`src/rtl/iad_pkg.sv`:
```
// Purpose: constants for the internal register window address decoder
// Assumes: 36-bit physical addresses, 64 KB register window
// Notes:   offsets are window-relative byte offsets
package iad_pkg;
	localparam int unsigned IAD_PA_W       = 36;               // physical address width
	localparam int unsigned IAD_OFS_W      = 16;               // window offset width
	localparam int unsigned IAD_BASE_W     = IAD_PA_W - IAD_OFS_W; // base field width
	localparam logic [35:0] IAD_DEF_BASE   = 36'hF_FF1F_0000;  // default window base
	localparam logic [35:0] IAD_UNC_LO     = 36'hF_FF00_0000;  // uncached segment start
	localparam logic [35:0] IAD_UNC_HI     = 36'hF_FF3F_FFFF;  // uncached segment end
	localparam logic [31:0] IAD_VIRT_LO    = 32'hFF00_0000;    // virtual alias of segment start
	localparam logic [15:0] IAD_NAND_LO    = 16'h5000;
	localparam logic [15:0] IAD_NAND_HI    = 16'h5FFF;
	localparam logic [15:0] IAD_NAND_REGLO = 16'h5000;         // first 64-bit nand register
	localparam logic [15:0] IAD_NAND_REGHI = 16'h5030;         // last 64-bit nand register
	localparam logic [15:0] IAD_SRAM_LO    = 16'h6000;
	localparam logic [15:0] IAD_SRAM_HI    = 16'h67FF;
	localparam logic [15:0] IAD_SRAM_CTL   = 16'h6000;         // 64-bit sram control register
	localparam logic [15:0] IAD_EPCI_LO    = 16'h7000;
	localparam logic [15:0] IAD_EPCI_HI    = 16'h7FFF;
	localparam logic [15:0] IAD_SDR_LO     = 16'h8000;
	localparam logic [15:0] IAD_SDR_HI     = 16'h8FFF;
	localparam logic [15:0] IAD_EBC_LO     = 16'h9000;
	localparam logic [15:0] IAD_EBC_HI     = 16'h9FFF;
	localparam logic [15:0] IAD_ECC_LO     = 16'hA000;
	localparam logic [15:0] IAD_ECC_HI     = 16'hAFFF;
	localparam logic [15:0] IAD_DMA0_LO    = 16'hB000;
	localparam logic [15:0] IAD_DMA0_HI    = 16'hB7FF;
	localparam logic [15:0] IAD_DMA1_LO    = 16'hB800;
	localparam logic [15:0] IAD_DMA1_HI    = 16'hBFFF;
	localparam logic [15:0] IAD_RSVC_LO    = 16'hC000;
	localparam logic [15:0] IAD_RSVC_HI    = 16'hCFFF;
	localparam logic [15:0] IAD_MPCI_LO    = 16'hD000;
	localparam logic [15:0] IAD_MPCI_HI    = 16'hDFFF;
	localparam logic [15:0] IAD_CFG_LO     = 16'hE000;
	localparam logic [15:0] IAD_CFG_HI     = 16'hEFFF;
	localparam logic [15:0] IAD_TIMER_0_LO    = 16'hF000;
	localparam logic [15:0] IAD_TIMER_0_HI    = 16'hF0FF;
	localparam logic [15:0] IAD_TIMER_1_LO    = 16'hF100;
	localparam logic [15:0] IAD_TIMER_1_HI    = 16'hF1FF;
	localparam logic [15:0] IAD_TIMER_2_LO    = 16'hF200;
	localparam logic [15:0] IAD_TIMER_2_HI    = 16'hF2FF;
	localparam logic [15:0] IAD_SER0_LO    = 16'hF300;
	localparam logic [15:0] IAD_SER0_HI    = 16'hF3FF;
	localparam logic [15:0] IAD_SER1_LO    = 16'hF400;
	localparam logic [15:0] IAD_SER1_HI    = 16'hF4FF;
	localparam logic [15:0] IAD_PIO_LO     = 16'hF500;
	localparam logic [15:0] IAD_PIO_HI     = 16'hF50F;
	localparam logic [15:0] IAD_IRQ_LO     = 16'hF510;
	localparam logic [15:0] IAD_IRQ_HI     = 16'hF6FF;
	localparam logic [15:0] IAD_ACL_LO     = 16'hF700;
	localparam logic [15:0] IAD_ACL_HI     = 16'hF7FF;
	localparam logic [15:0] IAD_SPI_LO     = 16'hF800;
	localparam logic [15:0] IAD_SPI_HI     = 16'hF8FF;
	localparam int unsigned IAD_NUM_UNITS  = 19;               // one-hot select width
	// transfer size codes on the request port
	localparam logic [1:0]  IAD_SZ_8       = 2'h0;
	localparam logic [1:0]  IAD_SZ_16      = 2'h1;
	localparam logic [1:0]  IAD_SZ_32      = 2'h2;
	localparam logic [1:0]  IAD_SZ_64      = 2'h3;
	// one-hot select bit positions
	localparam int unsigned IAD_U_NAND = 0;
	localparam int unsigned IAD_U_SRAM = 1;
	localparam int unsigned IAD_U_EPCI = 2;
	localparam int unsigned IAD_U_SDR  = 3;
	localparam int unsigned IAD_U_EBC  = 4;
	localparam int unsigned IAD_U_ECC  = 5;
	localparam int unsigned IAD_U_DMA0 = 6;
	localparam int unsigned IAD_U_DMA1 = 7;
	localparam int unsigned IAD_U_MPCI = 8;
	localparam int unsigned IAD_U_CFG  = 9;
	localparam int unsigned IAD_U_TIMER_0 = 10;
	localparam int unsigned IAD_U_TIMER_1 = 11;
	localparam int unsigned IAD_U_TIMER_2 = 12;
	localparam int unsigned IAD_U_SER0 = 13;
	localparam int unsigned IAD_U_SER1 = 14;
	localparam int unsigned IAD_U_PIO  = 15;
	localparam int unsigned IAD_U_IRQ  = 16;
	localparam int unsigned IAD_U_ACL  = 17;
	localparam int unsigned IAD_U_SPI  = 18;
	// source of the request
	typedef enum logic [1:0] {
		IAD_SRC_CORE,     // processor core on the internal bus
		IAD_SRC_PCI_TGT,  // external master through a pci target window
		IAD_SRC_PCI_CFG   // external host, configuration cycle in satellite mode
	} iad_src_e;
	// where a decoded request went
	typedef enum logic [2:0] {
		IAD_DST_NONE,     // nothing claimed it
		IAD_DST_REG,      // internal register window
		IAD_DST_BOOT,     // reset-vector memory
		IAD_DST_MEM,      // software-placed memory window
		IAD_DST_PCICFG    // pci configuration space
	} iad_dst_e;
endpackage : iad_pkg

```
`src/rtl/iad_decode.sv`:
```
// Purpose: decode physical addresses for the internal register window and route offsets
// Assumes: one request per cycle, inputs synchronous to clk, results one cycle later
// Notes:   window placement and memory windows come from owning controllers as inputs
//          decode is combinational and registered once: answer one cycle on
//          placement inputs must stay stable while requests run
//
// Operation
// - decode full 36-bit physical address space
// - 64 KB window, default base after reset
// - also decode window at relocated base
// - both bases reach identical register offset
// - after init only window and boot mapped
// - boot memory external channel 0 or pci
// - sdram, external, pci windows placed by software
// - 32-bit virtual alias of uncached segment
// - 32-bit registers accept 32-bit transfers only
// - 64-bit registers take 64 or 32-bit halves
// - satellite mode pci configuration cycles reach registers
// - pci configuration any size, always little endian
// - pci target windows reach device resources
// - reserved offset ranges route to no unit
// - nand flash and sram controller ranges
// - 4 KB blocks for four units
// - dma controllers, main pci, configuration unit
// - timers and serial ports in 256 byte blocks
// - parallel io, interrupt, audio, spi ranges
// - nand and sram 64-bit register layout
`timescale 1ns/1ps
module iad_decode
	import iad_pkg::*;
#(
	parameter int unsigned NUM_MEM_WIN = 3 // sdram, external bus, pci initiator windows
) (
	input  wire logic                          clk,
	input  wire logic                          sys_rst,
	// request side
	input  wire logic                          req_valid,
	input  wire iad_pkg::iad_src_e             req_src,
	input  wire logic [iad_pkg::IAD_PA_W-1:0]  req_addr,
	input  wire logic [1:0]                    req_size,
	// system setup
	input  wire logic                          big_endian,
	input  wire logic                          satellite_mode,
	// placement from the owning controllers
	input  wire logic                          reloc_valid,
	input  wire logic [iad_pkg::IAD_BASE_W-1:0] reloc_base,
	input  wire logic                          boot_from_pci,
	input  wire logic [iad_pkg::IAD_PA_W-1:0]  boot_base,
	input  wire logic [iad_pkg::IAD_PA_W-1:0]  boot_mask,
	input  wire logic [NUM_MEM_WIN-1:0]        win_enable,
	input  wire logic [NUM_MEM_WIN*iad_pkg::IAD_PA_W-1:0] win_base,
	input  wire logic [NUM_MEM_WIN*iad_pkg::IAD_PA_W-1:0] win_mask,
	input  wire logic [NUM_MEM_WIN-1:0]        pci_tgt_hit,
	// answer, one cycle after the request edge
	output logic                               rsp_valid,
	output iad_pkg::iad_dst_e                  rsp_dst,
	output logic [iad_pkg::IAD_NUM_UNITS-1:0]  rsp_unit_sel,
	output logic [iad_pkg::IAD_OFS_W-1:0]      rsp_offset,
	output logic                               rsp_wide_reg,
	output logic                               rsp_upper_half,
	output logic                               rsp_size_err,
	output logic                               rsp_little_endian,
	// boot and window routing
	output logic                               rsp_boot_pci,
	output logic                               rsp_boot_ext0,
	output logic [NUM_MEM_WIN-1:0]             rsp_win_sel,
	output logic                               rsp_uncached,
	output logic [31:0]                        rsp_virt_addr
);
	import iad_pkg::*;

	// elaboration check: the window hit vector has one bit per window, at most eight
	// windows, and an empty vector would leave the memory path without a select
	if (NUM_MEM_WIN < 1 || NUM_MEM_WIN > 8) begin : g_bad_win_count
		$error("iad_decode: NUM_MEM_WIN must be 1..8");
	end

	// offset range test, used for every unit
	// both ends are inclusive
	function automatic logic in_rng(input logic [15:0] o, input logic [15:0] lo,
		input logic [15:0] hi);
		in_rng = (o >= lo) && (o <= hi);
	endfunction

	// offset to one-hot unit select; reserved offsets fall through to zero
	function automatic logic [IAD_NUM_UNITS-1:0] unit_of(input logic [15:0] o);
		logic [IAD_NUM_UNITS-1:0] s;
		s = '0;
		// ranges never overlap, so at most one bit is set
		// and no priority chain is needed
		s[IAD_U_NAND] = in_rng(o, IAD_NAND_LO, IAD_NAND_HI);
		s[IAD_U_SRAM] = in_rng(o, IAD_SRAM_LO, IAD_SRAM_HI);
		s[IAD_U_EPCI] = in_rng(o, IAD_EPCI_LO, IAD_EPCI_HI);
		s[IAD_U_SDR]  = in_rng(o, IAD_SDR_LO, IAD_SDR_HI);
		s[IAD_U_EBC]  = in_rng(o, IAD_EBC_LO, IAD_EBC_HI);
		s[IAD_U_ECC]  = in_rng(o, IAD_ECC_LO, IAD_ECC_HI);
		s[IAD_U_DMA0] = in_rng(o, IAD_DMA0_LO, IAD_DMA0_HI);
		s[IAD_U_DMA1] = in_rng(o, IAD_DMA1_LO, IAD_DMA1_HI);
		s[IAD_U_MPCI] = in_rng(o, IAD_MPCI_LO, IAD_MPCI_HI);
		s[IAD_U_CFG]  = in_rng(o, IAD_CFG_LO, IAD_CFG_HI);

		// top 4 KB is cut finer, down to 16 bytes
		s[IAD_U_TIMER_0] = in_rng(o, IAD_TIMER_0_LO, IAD_TIMER_0_HI);
		s[IAD_U_TIMER_1] = in_rng(o, IAD_TIMER_1_LO, IAD_TIMER_1_HI);
		s[IAD_U_TIMER_2] = in_rng(o, IAD_TIMER_2_LO, IAD_TIMER_2_HI);
		s[IAD_U_SER0] = in_rng(o, IAD_SER0_LO, IAD_SER0_HI);
		s[IAD_U_SER1] = in_rng(o, IAD_SER1_LO, IAD_SER1_HI);
		s[IAD_U_PIO]  = in_rng(o, IAD_PIO_LO, IAD_PIO_HI);
		s[IAD_U_IRQ]  = in_rng(o, IAD_IRQ_LO, IAD_IRQ_HI);
		s[IAD_U_ACL]  = in_rng(o, IAD_ACL_LO, IAD_ACL_HI);
		s[IAD_U_SPI]  = in_rng(o, IAD_SPI_LO, IAD_SPI_HI);
		// 0x0000-0x4fff, 0x6800-0x6fff, 0xc000-0xcfff, 0xf900+ claim nothing
		if (in_rng(o, IAD_RSVC_LO, IAD_RSVC_HI))
			s = '0;
		unit_of = s;
	endfunction

	// 64-bit registers known to this decoder: nand block and sram control
	// (0x5000-0x5037, 0x6000-0x6007); any other register counts as
	// 32 bits wide
	function automatic logic is_wide(input logic [15:0] o);
		logic nand_w;
		nand_w = in_rng(o, IAD_NAND_REGLO, IAD_NAND_REGHI + 16'h0007);
		is_wide = nand_w || ((o & 16'hFFF8) == IAD_SRAM_CTL);
	endfunction

	// next-value signals
	// recomputed every cycle, nothing carried over
	logic                     valid_nxt;
	iad_dst_e                 dst_nxt;
	logic [IAD_NUM_UNITS-1:0] sel_nxt;
	logic [IAD_OFS_W-1:0]     ofs_nxt;
	logic                     wide_nxt;
	logic                     upper_nxt;
	logic                     err_nxt;
	logic                     le_nxt;
	logic                     bpci_nxt;
	logic                     bext_nxt;
	logic [NUM_MEM_WIN-1:0]   win_nxt;
	logic                     unc_nxt;
	logic [31:0]              virt_nxt;

	// registered results
	// every output is one of these flip-flops
	logic                     valid_r;
	iad_dst_e                 dst_r;
	logic [IAD_NUM_UNITS-1:0] sel_r;
	logic [IAD_OFS_W-1:0]     ofs_r;
	logic                     wide_r;
	logic                     upper_r;
	logic                     err_r;
	logic                     le_r;
	logic                     bpci_r;
	logic                     bext_r;
	logic [NUM_MEM_WIN-1:0]   win_r;
	logic                     unc_r;
	logic [31:0]              virt_r;

	// decode of the current request
	// all given a value at the top of the decode
	logic [IAD_BASE_W-1:0] page;     // address bits above the window
	logic [IAD_OFS_W-1:0]  ofs;      // offset inside the window
	logic                  hit_def;  // default base match
	logic                  hit_rel;  // relocated base match
	logic                  hit_boot; // reset-vector region match

	// combinational decode; for core requests the register window wins over the boot region and memory windows
	always_comb begin
		// page above the window, offset inside it
		page      = req_addr[IAD_PA_W-1:IAD_OFS_W];
		ofs       = req_addr[IAD_OFS_W-1:0];
		hit_def   = (page == IAD_DEF_BASE[IAD_PA_W-1:IAD_OFS_W]);
		// relocated base counts only once marked valid
		hit_rel   = reloc_valid && (page == reloc_base);
		hit_boot  = ((req_addr & boot_mask) == (boot_base & boot_mask));
		// defaults: an unclaimed request answers with zeros, except valid, little_endian and the uncached alias
		valid_nxt = req_valid;
		dst_nxt   = IAD_DST_NONE;
		sel_nxt   = '0;
		ofs_nxt   = '0;
		wide_nxt  = 1'b0;
		upper_nxt = 1'b0;
		err_nxt   = 1'b0;
		// little endian unless the system runs big endian
		le_nxt    = ~big_endian;
		bpci_nxt  = 1'b0;
		bext_nxt  = 1'b0;
		win_nxt   = '0;
		// alias worked out for every source; only the core uses it
		unc_nxt   = (req_addr >= IAD_UNC_LO) && (req_addr <= IAD_UNC_HI);
		virt_nxt  = unc_nxt ? (IAD_VIRT_LO | {8'h00, req_addr[23:0]}) : 32'h0000_0000;
		if (!req_valid) begin
			// idle cycle: outputs return to neutral
			unc_nxt  = 1'b0;
			virt_nxt = 32'h0000_0000;
			// little_endian still mirrors the system setting
		end else if (req_src == IAD_SRC_PCI_CFG) begin
			// configuration cycles only count while the pci block is a satellite
			if (satellite_mode) begin
				dst_nxt = IAD_DST_PCICFG;
				ofs_nxt = ofs;
				le_nxt  = 1'b1;
				// byte addressable space: every size is taken
				err_nxt = 1'b0;
			end
			// as a host bridge the cycle stays unclaimed
		end else if (req_src == IAD_SRC_PCI_TGT) begin
			// target windows translate before reaching us; we only route the hit
			if (|pci_tgt_hit) begin
				dst_nxt = IAD_DST_MEM;
				win_nxt = pci_tgt_hit;
			end
			// no hit: no target window claimed the cycle
		end else if (hit_def || hit_rel) begin
			// register window wins over boot region and windows
			// both bases strip to the same offset, so they alias exactly
			dst_nxt  = IAD_DST_REG;
			ofs_nxt  = ofs;
			// reserved offsets give an empty select
			sel_nxt  = unit_of(ofs);
			wide_nxt = is_wide(ofs);
			if (wide_nxt) begin
				// 32-bit half: address bit 2 picks the word, endian flips it
				// +4 is bits 63:32 little endian, +0 big endian;
				// a 64-bit access moves both halves and sets none
				upper_nxt = (req_size == IAD_SZ_32) && (ofs[2] ^ big_endian);
				err_nxt   = (req_size != IAD_SZ_32) && (req_size != IAD_SZ_64);
			end else begin
				// 32-bit register: only a word access is defined
				err_nxt = (req_size != IAD_SZ_32) && (|sel_nxt);
			end
		end else if (hit_boot) begin
			// reset vectors: external channel 0 unless strapped for pci boot
			// only reached when the register window missed
			dst_nxt  = IAD_DST_BOOT;
			bpci_nxt = boot_from_pci;
			bext_nxt = ~boot_from_pci;
		end else begin
			// software-placed windows; none enabled out of reset
			for (int i = 0; i < NUM_MEM_WIN; i++) begin
				// masked address equals masked base; overlaps all report
				win_nxt[i] = win_enable[i] && ((req_addr & win_mask[i*IAD_PA_W +: IAD_PA_W])
					== (win_base[i*IAD_PA_W +: IAD_PA_W] & win_mask[i*IAD_PA_W +: IAD_PA_W]));
			end
			// any hit makes it a memory access
			if (|win_nxt)
				dst_nxt = IAD_DST_MEM;
		end
	end

	// registers only; reset gives a neutral answer
	// reset loads constants only, no input reaches the reset branch
	always_ff @(posedge clk or posedge sys_rst) begin
		if (sys_rst) begin
			valid_r <= 1'b0;
			dst_r   <= IAD_DST_NONE;
			sel_r   <= '0;
			ofs_r   <= '0;
			wide_r  <= 1'b0;
			upper_r <= 1'b0;
			err_r   <= 1'b0;
			le_r    <= 1'b0;
			bpci_r  <= 1'b0;
			bext_r  <= 1'b0;
			win_r   <= '0;
			unc_r   <= 1'b0;
			virt_r  <= 32'h0000_0000;
		end else begin
			// one stage, no enable: a new answer every edge
			valid_r <= valid_nxt;
			dst_r   <= dst_nxt;
			sel_r   <= sel_nxt;
			ofs_r   <= ofs_nxt;
			wide_r  <= wide_nxt;
			upper_r <= upper_nxt;
			err_r   <= err_nxt;
			le_r    <= le_nxt;
			bpci_r  <= bpci_nxt;
			bext_r  <= bext_nxt;
			win_r   <= win_nxt;
			unc_r   <= unc_nxt;
			virt_r  <= virt_nxt;
		end
	end

	// ports straight from the result flip-flops
	assign rsp_valid         = valid_r;
	assign rsp_dst           = dst_r;
	assign rsp_unit_sel      = sel_r;
	assign rsp_offset        = ofs_r;
	assign rsp_wide_reg      = wide_r;
	assign rsp_upper_half    = upper_r;
	assign rsp_size_err      = err_r;
	assign rsp_little_endian = le_r;
	assign rsp_boot_pci      = bpci_r;
	assign rsp_boot_ext0     = bext_r;
	assign rsp_win_sel       = win_r;
	assign rsp_uncached      = unc_r;
	assign rsp_virt_addr     = virt_r;

endmodule // iad_decode

```
`config.mk`:
```
export PLATFORM = sky130hd
export DESIGN_NAME = iad_decode
export DESIGN_NICKNAME = d
export VERILOG_FILES = /design/src/rtl/iad_pkg.sv /design/src/rtl/iad_decode.sv
export SDC_FILE = /design/constraint.sdc
export NUM_CORES = 1
export LEC_CHECK = 0
export BUFFER_PORTS_ARGS = -buffer_cell sky130_fd_sc_hd__buf_2
export CELL_PAD_IN_SITES_DETAIL_PLACEMENT = 0
export CELL_PAD_IN_SITES_GLOBAL_PLACEMENT = 1
export CORE_AREA = 3 3 171 173
export CTS_CLUSTER_DIAMETER = 80
export CTS_CLUSTER_SIZE = 28
export DETAILED_ROUTE_END_ITERATION = 10
export DIE_AREA = 0 0 174 176
export PLACE_DENSITY_LB_ADDON = 0.1
export SLEW_MARGIN = 0
export SYNTH_ARGS = -nofsm -noshare
export SYNTH_HDL_FRONTEND = slang
export SYNTH_SLANG_ARGS = --single-unit
```
`constraint.sdc`:
```
create_clock -name clk -period 5.3 [get_ports clk]
set_clock_uncertainty 0.15 [all_clocks]
set_input_delay 0.53 -clock clk [delete_from_list [all_inputs] [get_ports clk]]
set_output_delay 0.53 -clock clk [all_outputs]
set_load 0.01 [all_outputs]
```
# After elaboration in Yosys (flattened, before gate mapping)
# Cells that the tools add are included.
[op_classes]
bitwise = 11
muxes = 58
n_reduce_logical = 34
eq_ne = 12
magnitude_cmp = 43
[ops]
columns = ["operator", "n"]
rows = [
  ["36-bit bitwise AND", 8],
  ["16-bit >= comparator (second input constant)", 17],
  ["16-bit less-or-equal comparator (second input constant)", 17],
  ["19-bit two-way mux", 9],
  ["36-bit equality test", 4],
  ["16-bit two-way mux", 5],
  ["16-bit by 15-bit less-or-equal comparator with 1-bit output (second input constant)", 4],
  ["32-bit two-way mux", 2],
  ["16-bit by 15-bit >= comparator with 1-bit output (second input constant)", 3],
  ["36-bit >= comparator (second input constant)", 1],
  ["36-bit less-or-equal comparator (second input constant)", 1],
  ["3-bit two-way mux", 10],
  ["1-bit logical AND", 29],
  ["1-bit two-way mux", 28],
  ["20-bit equality test", 1],
  ["20-bit equality test (second input constant)", 1],
  ["19-bit OR reduction", 1],
  ["13-bit by 12-bit equality test with 1-bit output (second input constant)", 1],
  ["2-bit two-way mux", 4],
  ["3-bit OR reduction", 2],
  ["2-bit equality test (second input constant)", 2],
  ["2-bit != test (second input constant)", 2],
  ["2-bit by 1-bit equality test with 1-bit output (second input constant)", 1],
  ["1-bit logical OR", 2],
  ["other kinds (2)", 3],
]
[word_totals]
elab_cells = 171
out_inout_bits = 81
register_bits = 81
inputBits = 361

# Depth between registers and ports, before layout
[logic_depth]
depth_word = 14
depth_mapped = 9
depth_no_buf = 7

# Worst setup path before layout
# Ideal clock, no wire load.
[synth_path]
kind = "input to register"
startpoint = "input req_addr[23] in the netlist's numbering"
endpoint = "register sel_r[15] (netlist: rsp_unit_sel[15])"
arrival_ns = 2.414
stages = 8
n_path_buf = 1
slack_ns = 2.656
t_required_ns = 5.070
cell_sequence = "buf_4 > or2_4 > nor4_4 > nand4_1 > o21ai_2 > nand3_4 > or4b_4 > nor3_2"
[synth_between]
elab_chain_cells = 7
word_cells_on_any_way = 8
cone_classes = "2 x eq/ne; 4 x mux; 2 x reduce/logical"
[synth_rtl]
columns = ["element", "line_no", "rtl"]
rows = [
  ["start: declaration", "iad_decode.sv:39", "input wire logic [iad_pkg::IAD_PA_W-1:0] req_addr,"],
  ["20-bit equality test", "iad_decode.sv:174", "hit_rel = reloc_valid && (page == reloc_base);"],
  ["1-bit logical AND", "iad_decode.sv:174", ""],
  ["1-bit logical OR *", "iad_decode.sv:214", "end else if (hit_def || hit_rel) begin"],
  ["19-bit two-way mux *", "iad_decode.sv:214", ""],
  ["19-bit two-way mux *", "iad_decode.sv:207", "end else if (req_src == IAD_SRC_PCI_TGT) begin"],
  ["19-bit two-way mux *", "iad_decode.sv:197", "end else if (req_src == IAD_SRC_PCI_CFG) begin"],
  ["19-bit two-way mux *", "iad_decode.sv:192", "if (!req_valid) begin"],
  ["net sel_nxt[15]", "iad_decode.sv:131", "logic [IAD_NUM_UNITS-1:0] sel_nxt;"],
  ["end signal: assignment", "iad_decode.sv:272", "sel_r <= sel_nxt;"],
  ["end: declaration", "iad_decode.sv:147", "logic [IAD_NUM_UNITS-1:0] sel_r;"],
]
# The timed path passes the listed nets; every way through them passes the cells marked *.

# Worst setup path in the final report
# Ends and elaborated chain as after synthesis.

==> reports/qor.yml <==
status:
  outcome: "finished, final reports clean"
sta:
  holdWs_ns: 0.211
  hold_viol: 0
  slew_headroom: 0.355
  period_share: 0.540
  max_freq_mhz: 349
  tightest_slew_ns: 0.968
  rsz0062_at_grt: "no"
  setup_violations: 0
  final_max_slew_viol_count: 0
  period_needed_ns: 2.86
  tns_ns: 0
finish:
  multiInputGateArea_mm2: 0.00300
  largest_reg_flops: 24
  final_nets: 1288
  syn_to_final_growth_pct: 54.1
  register_area_mm2: 0.00183
  final_cells: 1316
  drive_gt1_frac: 0.508
  nFillCells: 3188
routing:
  drt_iter0_markers: 233
  via_count: 5584
  vias_per_cell: 4.24
  routedWlPerCell_um: 24.2
  wirelength_um: 31900
  dr.pass1.iters: 4
  drc: 0
  ant_nets: 0
global_route:
  busiest_layer: "met2"
  use_met2: 0.371
  grt_start_max_net_pins: 74
  grt_pass1_wl_um: 43900
  grt.met1_usage: 0.226
  overflow: 0
  gr-usage-all-layers: 0.201
  grt_pass1_vias: 6144
  grt.met3_usage: 0.0602
  antenna_found_initial: 15
worst_setup_path:
  crit_type: "in -> reg"
  cp-end-kind: "flop"
  cp.required_ns: 5.40
  critPathLaunchType: "primary input"
  crit_fanout: 24
  cp.arrival_ns: 2.97
clock_tree:
  hold_buffers: 0
  clock_path_buffers: 2
  clk_pin_slew_ns: 0.06
  cts_tree: "yes"
  clock_sinks: 73
  post-cts-setup-buffer-count: 0
  cts_root_buf: "clkbuf_16"
  cts_resized: 0
  cts_made_buffers: 9
  htreeDepth: 3
power_and_ir_drop:
  sequentialPowerShare: 0.342
  power_leakage_uw: 0.00432
  clkPwrFrac: 0.399
  pwr-share-comb: 0.258
  sw_frac_of_total: 0.291
  ir_drop_uv: 120
  power_switching_uw: 479
  p_int_uw: 1170
  power.density_mw_per_mm2: 209
synthesis:
  yosysSeqAreaShare: 0.357
  synth-seq-cells: 73
  ys_types: 44
  synth.cell_area_mm2: 0.00511
  avgSynthCellArea_um2: 9.74
  synthFlopType: "dfrtp_1"
  yosys_warnings: 0
  synth_top_area_share: 0.357
  syn_inst: 525
  synth_top_cell_by_area: "dfrtp_1"
  ys_async_sr_fraction: 1.00
  synth_edf_count: 0
  synth_area_leaders: "dfrtp_1 (36%), xor2_1 (28%), a22oi_1 (6.3%)"
placement:
  dp.cells: 1294
  hpwl_um: 27100
  place_congestion: 0.835
  io_buffer_count: 441
floorplanning:
  die_h_um: 176
  die_w_um: 174
  die-area_mm2: 0.0306
  rows: 61
  io_pins: 442
  core-area_mm2: 0.0278
  start_util: 0.184
run:
  maxCapViolCount: 0
worst_hold_path:
  hold_class: "in -> reg"
-- synth_stat cells (5+ instances only) --
master	count
xor2_1	164
dfrtp_1	73
a22oi_1	43
clkbuf_1	26
nand4_1	21
and2_1	19
and3_1	19
buf_2	13
nand2_1	13
a221oi_1	12
a22o_1	12
buf_4	11
nor2_1	11
nor3_1	11
nand2b_1	9
nand3_1	8
nor4_1	7
o21ai_0	7
a21oi_1	5
-- through the flow --
| step | worst slack (ns) | util | total power (µW) | cell area, µm² |
|---|---|---|---|---|
| 2_1_floorplan | 2.66 | - | 773 | 5120 |
| 3_3_place_gp | 2.09 | 0.272 | 1010 | 7540 |
| 3_5_place_dp | 2.06 | 0.272 | 1010 | 7540 |
| 4_1_cts | 2.41 | 0.283 | 1680 | 7860 |
| 5_1_grt | 2.24 | 0.284 | 1740 | 7880 |
| 6_report | 2.44 | 0.284 | 1650 | 7880 |
-- cell type report --
type / instances / share of cell area
Timing Repair Buffer: 444 / 0.283
Clock buffer: 9 / 0.0286
Multi-Input combinational cell: 395 / 0.381
Sequential cell: 73 / 0.232
Antenna cell: 7 / 0.00222
Clock inverter: 6 / 0.0117
Inverter: 4 / 0.00206
Tap cell: 378 / 0.0600
-- power by group through the flow --
stage | Combinational, µW | Clock, µW | Sequential [µW]
after floorplan | 195 | 0 | 578
after global placement | 436 | 0 | 574
after detailed placement | 435 | 0 | 574
after CTS | 437 | 677 | 564
after global routing | 472 | 700 | 564
final | 426 | 658 | 564
-- worst max-delay path, stage by stage --
cell,delay [ns]
buf_2,0.19
or2_4,0.26
nor4_4,0.28
buf_4,0.31
nand4_1,0.15
o21ai_2,0.25
nand3_4,0.20
or4b_4,0.60
nor3_2,0.18
-- kinds of logic (layout without fill, tap and decap cells) --
group,after synthesis,count (layout),share of synthesized area
compound gates,88,88,0.132
other cells,1,9,0.000734
simple gates,140,140,0.171
buf+inv,58,463,0.0568
xor+xnor,165,165,0.283
flops,73,73,0.357
-- worst paths after layout --
| kind | slack, ns | to | from | cells past startpoint |
|---|---|---|---|---|
| setup / recovery | 2.44 | rsp_unit_sel[15] | req_addr[23] | 9 |
| hold / removal | 0.21 | rsp_boot_ext0 | boot_from_pci | 2 |
| max in group asynchronous | 4.03 | rsp_virt_addr[11] | sys_rst | 3 |
| min in group asynchronous | 0.33 | rsp_offset[6] | sys_rst | 3 |
-- placed cells by master, fill, tap and decap left out, drive strengths merged, types with 3 or more instances in the layout --
| cell | Yosys | routed |
|---|---|---|
| a21oi | 5 | 5 |
| a221oi | 12 | 12 |
| a222oi | 3 | 3 |
| a22o | 12 | 12 |
| a22oi | 43 | 43 |
| and2 | 19 | 19 |
| and3 | 22 | 22 |
| buf | 28 | 444 |
| clkbuf | 26 | 9 |
| dfrtp | 73 | 73 |
| diode | 0 | 7 |
| inv | 4 | 4 |
| nand2 | 13 | 13 |
| nand2b | 9 | 9 |
| nand3 | 9 | 9 |
| nand4 | 21 | 21 |
| nor2 | 11 | 11 |
| nor3 | 13 | 13 |
| nor4 | 8 | 8 |
| nor4b | 3 | 3 |
| o21ai | 8 | 8 |
| or4 | 5 | 5 |
| xor2 | 164 | 164 |
-- routing by layer --
layer	vias to the layer above	part of all wire
met4	14	0.017
met3	39	0.075
met5	-	0.0027
met2	282	0.53
li1	2649	-
met1	2600	0.38
(Power assumes the default switching activity.)
